$ cat config.mk
export PLATFORM = sky130hd
export DESIGN_NAME = fbs_sequencer
export DESIGN_NICKNAME = d
export VERILOG_FILES = /design/src/logic/fbs_pkg.sv /design/src/logic/fbs_sequencer.sv /design/src/logic/fbs_run_counter.sv
export SDC_FILE = /design/constraint.sdc
export NUM_CORES = 1
export LEC_CHECK = 0
export BUFFER_PORTS_ARGS = -buffer_cell sky130_fd_sc_hd__buf_2
export CAP_MARGIN = 0
export CORE_MARGIN = 3
export CORE_UTILIZATION = 26
export DETAILED_ROUTE_END_ITERATION = 6
export GPL_TIMING_DRIVEN = 0
export PLACE_DENSITY = 0.43
export SLEW_MARGIN = 15
export SYNTH_ARGS = -nofsm -noshare
export SYNTH_HDL_FRONTEND = slang
export SYNTH_HIERARCHICAL = 1
export SYNTH_SLANG_ARGS = --single-unit
$ cat constraint.sdc
create_clock -name ref_clk -period 21.5 [get_ports ref_clk]
set_input_delay 4.3 -clock ref_clk [delete_from_list [all_inputs] [get_ports ref_clk]]
set_output_delay 4.3 -clock ref_clk [all_outputs]
set_load 0.005 [all_outputs]
$ cat src/logic/fbs_pkg.sv
// Constants shared by the flyback mode and protection sequencer.
// Assumes a 200 MHz ref_clk; analogue comparators arrive as synchronous levels.
package fbs_pkg;
	// Clock and derived times.
	localparam int CLK_MHZ          = 200;
	localparam int FSW_HI_KHZ       = 130;
	localparam int FSW_LO_KHZ       = 65;
	localparam int FSW_MIN_KHZ      = 20;
	localparam int PER_HI           = CLK_MHZ * 1000 / FSW_HI_KHZ;
	localparam int PER_LO           = CLK_MHZ * 1000 / FSW_LO_KHZ;
	localparam int PER_MAX          = CLK_MHZ * 1000 / FSW_MIN_KHZ;
	localparam int PER_W            = 14;
	localparam int OVP_DEGLITCH_US  = 20;
	localparam int OVP_CYC          = OVP_DEGLITCH_US * CLK_MHZ;
	localparam int DMAG_DEGLITCH_US = 1;
	localparam int DMAG_CYC         = DMAG_DEGLITCH_US * CLK_MHZ;
	localparam int OLP_OSC_CYCLES   = 4096;
	localparam int SS_MS            = 4;
	localparam int SS_CYC           = SS_MS * 1000 * CLK_MHZ;
	localparam int TMIN_LO_NS       = 3000;
	localparam int TMIN_HI_NS       = 800;
	localparam int TMIN_LO_CYC      = TMIN_LO_NS * CLK_MHZ / 1000;
	localparam int TMIN_HI_CYC      = TMIN_HI_NS * CLK_MHZ / 1000;
	localparam int MAXDUTY_PCT      = 75;
	// Cycle counts for consecutive faults.
	localparam int DMOV_RUN         = 5;
	localparam int PULL_RUN         = 2;
	localparam int RECT_RUN         = 5;
	localparam int CSS_RUN_LO       = 5;
	localparam int CSS_RUN_HI       = 3;
	localparam int RUN_W            = 3;
	// Peak current limit code width and full-scale code.
	localparam int ILIM_W           = 8;
	localparam logic [ILIM_W-1:0] ILIM_FULL = 8'hFF;
	// Fault indices.
	localparam int F_VOVP  = 0;
	localparam int F_DMOV  = 1;
	localparam int F_PULL  = 2;
	localparam int F_OLP   = 3;
	localparam int F_RECT  = 4;
	localparam int F_CSS   = 5;
	localparam int NFAULT  = 6;
	typedef enum logic [2:0] {
		FBS_OFF, FBS_STANDBY, FBS_SOFTSTART, FBS_RUN, FBS_SKIP, FBS_FAULT
	} fbs_state_t;
endpackage

$ cat src/logic/fbs_sequencer.sv
// Mode sequencer and fault logic of a current-mode flyback controller.
// Assumes comparator outputs are synchronous levels; rst is supply lockout.
`timescale 1ns/1ps
module fbs_sequencer
	import fbs_pkg::*;
(
	input  wire logic                ref_clk,
	input  wire logic                rst,
	input  wire logic                variant_fast,
	input  wire logic                brown_in,
	input  wire logic                supply_below_hold,
	input  wire logic                supply_above_hold,
	input  wire logic                fb_above_foldback_entry,
	input  wire logic                fb_above_foldback_depart,
	input  wire logic                fb_above_skip_entry,
	input  wire logic                fb_above_skip_depart,
	input  wire logic [7:0]          feedback_level,
	input  wire logic                pwm_comp_trip,
	input  wire logic                cs_above_slow_limit,
	input  wire logic                cs_above_fast_limit,
	input  wire logic                cs_above_short_level,
	input  wire logic                line_high,
	input  wire logic                supply_above_ovp,
	input  wire logic                demag_above_ovp,
	input  wire logic                demag_below_pull_low,
	input  wire logic                over_temp,
	input  wire logic [NFAULT-1:0]   latch_select,
	output logic                     gate_drive,
	output logic                     hv_charge_enable,
	output logic                     cs_open_pullup_enable,
	output logic [ILIM_W-1:0]        peak_limit,
	output logic [PER_W-1:0]         switch_period,
	output logic                     foldback_active,
	output logic                     skip_active,
	output logic [NFAULT-1:0]        fault_status,
	output logic                     thermal_stop
);
	fbs_state_t state;
	fbs_state_t next_state;
	logic [PER_W-1:0]  period_cnt;
	logic [PER_W-1:0]  next_period_cnt;
	logic [PER_W-1:0]  period;
	logic [PER_W-1:0]  next_period;
	logic [19:0]       ss_cnt;
	logic [19:0]       next_ss_cnt;
	logic [ILIM_W-1:0] limit;
	logic [ILIM_W-1:0] next_limit;
	logic              drive;
	logic              next_drive;
	logic              charge;
	logic              next_charge;
	logic              fold;
	logic              next_fold;
	logic [12:0]       ovp_cnt;
	logic [12:0]       next_ovp_cnt;
	logic [7:0]        dmag_cnt;
	logic [7:0]        next_dmag_cnt;
	logic              dmag_ok_hi;
	logic              next_dmag_ok_hi;
	logic              dmag_ok_lo;
	logic              next_dmag_ok_lo;
	logic              cyc_slow;
	logic              next_cyc_slow;
	logic              cyc_fast;
	logic              next_cyc_fast;
	logic [12:0]       olp_cnt;
	logic [12:0]       next_olp_cnt;
	logic [NFAULT-1:0] faults;
	logic [NFAULT-1:0] next_faults;
	logic              hot;
	logic              next_hot;
	logic              css_bad;
	logic              next_css_bad;
	logic              cycle_end;
	logic              in_tmin;
	logic [PER_W-1:0]  tmin;
	logic [PER_W-1:0]  max_on;
	logic [NFAULT-1:0] run_trip;
	logic [NFAULT-1:0] run_bad;
	logic [RUN_W-1:0]  run_need [NFAULT];
	logic              run_clear;

	function automatic logic [PER_W-1:0] full_period(input logic fast);
		full_period = fast ? PER_W'(PER_HI) : PER_W'(PER_LO);
	endfunction

	// =====================================================================
	// Switching cycle timing.
	// =====================================================================
	assign cycle_end = (period_cnt >= period - 14'h0001);
	assign tmin      = line_high ? PER_W'(TMIN_HI_CYC) : PER_W'(TMIN_LO_CYC);
	assign in_tmin   = period_cnt < tmin;
	assign max_on    = PER_W'((32'(period) * MAXDUTY_PCT) / 100);

	always_comb begin
		next_period_cnt = cycle_end ? '0 : period_cnt + 14'h0001;
		next_fold       = fold;
		next_period     = period;
		if (cycle_end) begin
			if (!fb_above_foldback_entry) begin
				next_fold = 1'b1;
			end else begin
				next_fold = 1'b0;
			end
			if (!fb_above_foldback_depart) begin
				next_period = PER_W'(PER_MAX);
			end else if (!fb_above_foldback_entry) begin
				next_period = full_period(variant_fast)
					+ PER_W'(32'(8'hFF - feedback_level) * 40);
				if (next_period > PER_W'(PER_MAX)) begin
					next_period = PER_W'(PER_MAX);
				end
			end else begin
				next_period = full_period(variant_fast);
			end
		end
	end

	always_ff @(posedge ref_clk or posedge rst) begin
		if (rst) begin
			period_cnt <= '0;
			period     <= PER_W'(PER_LO);
			fold       <= 1'b0;
		end else begin
			period_cnt <= next_period_cnt;
			period     <= next_period;
			fold       <= next_fold;
		end
	end

	// =====================================================================
	// Mode sequence, soft-start and pulse control.
	// =====================================================================
	always_comb begin
		next_state  = state;
		next_ss_cnt = ss_cnt;
		next_limit  = limit;
		next_drive  = 1'b0;
		next_charge = charge;
		if (supply_below_hold) begin
			next_charge = 1'b1;
		end else if (supply_above_hold) begin
			next_charge = 1'b0;
		end
		unique case (state)
			FBS_OFF: begin
				next_state = FBS_STANDBY;
			end
			FBS_STANDBY: begin
				next_limit = '0;
				if (brown_in && !hot) begin
					next_state  = FBS_SOFTSTART;
					next_ss_cnt = '0;
				end
			end
			FBS_SOFTSTART: begin
				next_ss_cnt = ss_cnt + 20'h0_0001;
				next_limit  = ILIM_W'(32'(ss_cnt) * 32'(ILIM_FULL) / SS_CYC);
				if (32'(ss_cnt) >= SS_CYC - 1) begin
					next_state = FBS_RUN;
					next_limit = ILIM_FULL;
				end
			end
			FBS_RUN: begin
				if (cycle_end && !fb_above_skip_entry) begin
					next_state = FBS_SKIP;
				end
			end
			FBS_SKIP: begin
				if (cycle_end && fb_above_skip_depart) begin
					next_state = FBS_RUN;
				end
			end
			FBS_FAULT: begin
				if (faults == '0 && !hot) begin
					next_state = FBS_STANDBY;
				end
			end
		endcase
		if (state != FBS_OFF && state != FBS_STANDBY && (faults != '0 || hot)) begin
			next_state = FBS_FAULT;
		end
		if ((next_state == FBS_SOFTSTART || next_state == FBS_RUN) && state != FBS_FAULT) begin
			if (period_cnt == '0 || cycle_end) begin
				next_drive = !cycle_end;
			end else if (drive) begin
				next_drive = in_tmin
					|| !(pwm_comp_trip || cs_above_slow_limit || cs_above_fast_limit);
				if (period_cnt >= max_on) begin
					next_drive = 1'b0;
				end
			end
		end
	end

	always_ff @(posedge ref_clk or posedge rst) begin
		if (rst) begin
			state  <= FBS_OFF;
			ss_cnt <= '0;
			limit  <= '0;
			drive  <= 1'b0;
			charge <= 1'b1;
		end else begin
			state  <= next_state;
			ss_cnt <= next_ss_cnt;
			limit  <= next_limit;
			drive  <= next_drive;
			charge <= next_charge;
		end
	end

	// =====================================================================
	// Protection detectors.
	// =====================================================================
	always_comb begin
		next_ovp_cnt    = supply_above_ovp ? ovp_cnt + 13'h0001 : '0;
		if (32'(ovp_cnt) >= OVP_CYC) begin
			next_ovp_cnt = ovp_cnt;
		end
		next_dmag_cnt   = drive ? '0 : dmag_cnt;
		next_dmag_ok_hi = dmag_ok_hi;
		next_dmag_ok_lo = dmag_ok_lo;
		if (!drive && 32'(dmag_cnt) < DMAG_CYC) begin
			next_dmag_cnt = dmag_cnt + 8'h01;
		end
		if (!drive && 32'(dmag_cnt) == DMAG_CYC - 1) begin
			next_dmag_ok_hi = demag_above_ovp;
			next_dmag_ok_lo = demag_below_pull_low;
		end
		next_cyc_slow = cyc_slow | (drive & cs_above_slow_limit);
		next_cyc_fast = cyc_fast | (drive & cs_above_fast_limit);
		next_css_bad  = css_bad;
		if (drive && period_cnt == tmin) begin
			next_css_bad = !cs_above_short_level;
		end
		next_olp_cnt = olp_cnt;
		if (cycle_end) begin
			next_cyc_slow = 1'b0;
			next_cyc_fast = 1'b0;
			next_css_bad  = 1'b0;
			next_dmag_ok_hi = 1'b0;
			next_dmag_ok_lo = 1'b0;
			if (cyc_slow) begin
				if (olp_cnt < 13'(OLP_OSC_CYCLES)) begin
					next_olp_cnt = olp_cnt + 13'h0001;
				end
			end else begin
				next_olp_cnt = '0;
			end
		end
		// Auto-recovering faults clear in the fault state; a trip in the same cycle wins.
		next_faults = faults;
		if (state == FBS_FAULT) begin
			for (int i = 0; i < NFAULT; i++) begin
				if (!latch_select[i]) begin
					next_faults[i] = 1'b0;
				end
			end
			next_olp_cnt = '0;
		end
		next_faults[F_VOVP] = next_faults[F_VOVP] | (32'(ovp_cnt) >= OVP_CYC);
		next_faults[F_DMOV] = next_faults[F_DMOV] | run_trip[F_DMOV];
		next_faults[F_PULL] = next_faults[F_PULL] | run_trip[F_PULL];
		next_faults[F_OLP]  = next_faults[F_OLP] | (olp_cnt >= 13'(OLP_OSC_CYCLES));
		next_faults[F_RECT] = next_faults[F_RECT] | run_trip[F_RECT];
		next_faults[F_CSS]  = next_faults[F_CSS] | run_trip[F_CSS];
		next_hot = over_temp;
	end

	assign run_bad[F_VOVP] = 1'b0;
	assign run_bad[F_DMOV] = dmag_ok_hi;
	assign run_bad[F_PULL] = dmag_ok_lo;
	assign run_bad[F_OLP]  = 1'b0;
	assign run_bad[F_RECT] = cyc_fast;
	assign run_bad[F_CSS]  = css_bad;
	assign run_need[F_VOVP] = '0;
	assign run_need[F_DMOV] = RUN_W'(DMOV_RUN);
	assign run_need[F_PULL] = RUN_W'(PULL_RUN);
	assign run_need[F_OLP]  = '0;
	assign run_need[F_RECT] = RUN_W'(RECT_RUN);
	assign run_need[F_CSS]  = line_high ? RUN_W'(CSS_RUN_HI) : RUN_W'(CSS_RUN_LO);
	assign run_clear = (state == FBS_FAULT);

	for (genvar g = 0; g < NFAULT; g++) begin : g_run
		fbs_run_counter u_run (
			.ref_clk   (ref_clk),
			.rst       (rst),
			.clear     (run_clear),
			.cycle_end (cycle_end),
			.bad       (run_bad[g]),
			.need      (run_need[g]),
			.trip      (run_trip[g])
		);
	end

	always_ff @(posedge ref_clk or posedge rst) begin
		if (rst) begin
			ovp_cnt    <= '0;
			dmag_cnt   <= '0;
			dmag_ok_hi <= 1'b0;
			dmag_ok_lo <= 1'b0;
			cyc_slow   <= 1'b0;
			cyc_fast   <= 1'b0;
			css_bad    <= 1'b0;
			olp_cnt    <= '0;
			faults     <= '0;
			hot        <= 1'b0;
		end else begin
			ovp_cnt    <= next_ovp_cnt;
			dmag_cnt   <= next_dmag_cnt;
			dmag_ok_hi <= next_dmag_ok_hi;
			dmag_ok_lo <= next_dmag_ok_lo;
			cyc_slow   <= next_cyc_slow;
			cyc_fast   <= next_cyc_fast;
			css_bad    <= next_css_bad;
			olp_cnt    <= next_olp_cnt;
			faults     <= next_faults;
			hot        <= next_hot;
		end
	end

	// =====================================================================
	// Outputs.
	// =====================================================================
	assign gate_drive            = drive;
	assign hv_charge_enable      = charge && (state == FBS_STANDBY || state == FBS_SKIP
		|| state == FBS_OFF);
	assign cs_open_pullup_enable = 1'b1;
	assign peak_limit            = limit;
	assign switch_period         = period;
	assign foldback_active       = fold;
	assign skip_active           = (state == FBS_SKIP);
	assign fault_status          = faults;
	assign thermal_stop          = hot;
endmodule // fbs_sequencer

$ cat src/logic/fbs_run_counter.sv
// Consecutive-cycle fault counter, advanced once per switching cycle.
// Assumes cycle_end pulses once at the end of each switching cycle.
`timescale 1ns/1ps
module fbs_run_counter
	import fbs_pkg::*;
(
	input  wire logic             ref_clk,
	input  wire logic             rst,
	input  wire logic             clear,
	input  wire logic             cycle_end,
	input  wire logic             bad,
	input  wire logic [RUN_W-1:0] need,
	output logic                  trip
);
	logic [RUN_W-1:0] count;
	logic [RUN_W-1:0] next_count;

	always_comb begin
		next_count = count;
		if (clear) begin
			next_count = '0;
		end else if (cycle_end) begin
			if (!bad) begin
				next_count = '0;
			end else if (count < need) begin
				next_count = count + 3'h1;
			end
		end
	end

	always_ff @(posedge ref_clk or posedge rst) begin
		if (rst) begin
			count <= '0;
		end else begin
			count <= next_count;
		end
	end

	assign trip = (count >= need) && (need != '0);
endmodule // fbs_run_counter

==> flow_summary.ini <==
[clock_network]
cts.clk_slew.worst_paths_ps = 80
htreeDepth = 4
cts-root-buf = clkbuf_16
cts_tree = yes
cts_inserted_buffers = 17
hold_buffers = 0
clock-sinks = 119
clockBufferDepth = 2
clk_latency_ps = 460

[finish]
fillCellCount = 10200
fin_cells = 4589
nets = 3658
layout-drive-gt1-share = 0.118
syn_to_final_growth_pct = 13.5
final_common_cell = nand2_1
stdcell_area_mm2 = 0.0280
multi_input_area_mm2 = 0.0210
seqCellArea_mm2 = 0.00299
layout_common_cells = 284 x nand2_1, 251 x nor2_1, 201 x inv_1

[worst_setup_path]
startpoint = switch_period[5]
cp-end-kind = flop
r2r_end = gate_drive
crit_top_cell = buf_4
slowest_stage = or4_4
cp.required_ps = 21870
r2r_setup_slack_ps = 1210
worstSetupPathType = flop to flop
cp_max_fo = 10
worst_ep_arrival_time_ps = 20660
reg2regPathDepth = 87
cpPeakStageDelay_ps = 620
worstSetupStartpointType = flop
reg2reg_from = switch_period[5]

[route]
drt_wl_total_um = 83300
drtPass1Iterations = 5
dr.max_layer_used = met5
met2_length_um = 36400
wl_met1_um = 43000
wl_per_cell_um = 18.2
drtIter0Drc = 1607
routed-via-count = 24300
route.detailed.drc = 0
viasPerCell = 5.29
met3WireLength_um = 2990
ant_nets = 0

[placed_design]
gp_congestion = 0.850
post-place-cells = 4532
numPortBuffers = 62
dp_worst_setup_slack_ps = -328
dpl_cell_area_mm2 = 0.0267
dpl.hpwl_um = 67900

[logic_synthesis]
synthTopCellsByArea = dfrtp_1 12%, ha_1 9.9%, fa_1 8.8%
synth.distinct_cells = 149
netlist_area_mm2 = 0.0247
synthCells = 3194
synth_area_leader_cell = dfrtp_1
syn_avg_cell_area_um2 = 7.73
ys_seq_area_frac = 0.121
synth-main-ff-cell = dfrtp_1
synth_edf_count = 0
synth_top_area_share = 0.117
async_reset_ff_frac = 1.00
yosysWarnings = 6
yosys_register_bits = 119

[grt]
antenna_found_initial = 5
grtUsageTotal = 0.165
grt_max_degree = 61
grt_pass1_vias = 23500
overflow = 0
grt_pass1_wl_um = 133000

[worst_hold_path]
hold_depth = 1
hold_class = flop to flop
hp-start = ovp_cnt[12]
hold_path_end = ovp_cnt[12]

[timing]
setup_ws_ps = 1210
finalSetupViolCount = 0
min_period_ps = 20290
tightest_slew_ps = 1230
drv_slew = 0
finalHoldViolCount = 0
fin_hold_ws_ps = 461
relSlewSlack = 0.169
timing.final.crit_share = 0.944
max_freq_ghz = 0.0493
skew_ps = 15.2

[floorplan]
rows = 112
die_h_um = 314
coreArea_mm2 = 0.0937
die-area_mm2 = 0.0987
die_w_um = 314
initial_core_util = 0.263
ioPinCount = 67

[job]
maxCapViolations = 0

[outcome]
status = finished, final reports clean
-- Yosys cell counts (59+ instances only) --
| cell type | instances |
|---|---|
| inv_1 | 202 |
| nand2_1 | 285 |
| nor3_1 | 108 |
| nand3_1 | 132 |
| ha_1 | 196 |
| a21oi_1 | 178 |
| dfrtp_1 | 115 |
| a31oi_1 | 65 |
| o21ai_0 | 183 |
| xnor2_1 | 132 |
| nand4_1 | 59 |
| fa_1 | 108 |
| xor2_1 | 70 |
| nor2_1 | 252 |
-- worst max path at each step --
| stage | to | slack (ps) | cells past startpoint |
|---|---|---|---|
| finish | gate_drive | 1210 | 87 |
| floorplan | gate_drive | 4010 | 84 |
| CTS | gate_drive | 2 | 79 |
| global placement | gate_drive | -470 | 78 |
| detailed placement | gate_drive | -330 | 77 |
| global route | gate_drive | -20 | 88 |
-- cell type report --
| type | count | area share |
|---|---|---|
| multi-input cells | 2784 | 0.750 |
| flip-flops and latches | 119 | 0.107 |
| well taps | 1254 | 0.0560 |
| inverters | 213 | 0.0291 |
| repair buffers | 89 | 0.0189 |
| plain buffers | 97 | 0.0175 |
| clock buffers | 17 | 0.0152 |
| clock inverters | 15 | 0.00661 |
| diodes | 1 | 0.0000893 |
-- cell families (layout without fill, tap and decap cells) --
group           after synthesis  count (layout)  share of synthesized area
simple gates               1195            1196                      0.248
other cells                   2              23                   0.000304
flops                       119             119                      0.121
fa+ha+maj                   309             309                      0.189
mux                          57              57                     0.0248
compound gates              990             990                      0.288
buf+inv                     312             431                     0.0529
xor+xnor                    210             210                     0.0769
-- routing by layer --
metal / up-vias / track usage
li1: 12100 / -
met2: 446 / 0.256
met4: 4 / 0.0328
met1: 11600 / 0.247
met5: - / 0
met3: 51 / 0.0174
-- metrics by stage --
stage               setup TNS (ps)   util
global route                 -21.9  0.299
floorplan                        0      -
CTS                              0  0.291
global placement              -470  0.284
detailed placement            -328  0.285
finish                           0  0.299
-- critical path, delay by kind of cell (launching register included) --
family | cells | cell delay (ps)
buffers and inverters | 15 | 2040
and+or+nand+nor | 25 | 5490
adders and majority gates | 7 | 2380
DFF | 1 | 500
muxes | 2 | 470
xor gates and xnor gates | 2 | 390
AOI/OAI and AO/OA | 36 | 8890
-- state kept, by name (all words and copies together) (netlist names), 8 cells and up --
register and flops:
period_cnt 14, g_run.u_run/count 12, peak_limit 8, ovp_cnt 13, olp_cnt 13, ss_cnt 20, switch_period 13, dmag_cnt 8
-- what timing repair did --
item,4_1_cts,5_1_grt
setup buffers,0,25
pin swaps,0,15
gates cloned,0,1
resized for setup,5,87
endpoints found under the setup margin,1,1
Power is not shown: default switching activity piles up to over one toggle a cycle in this logic, so the estimate is an artifact.
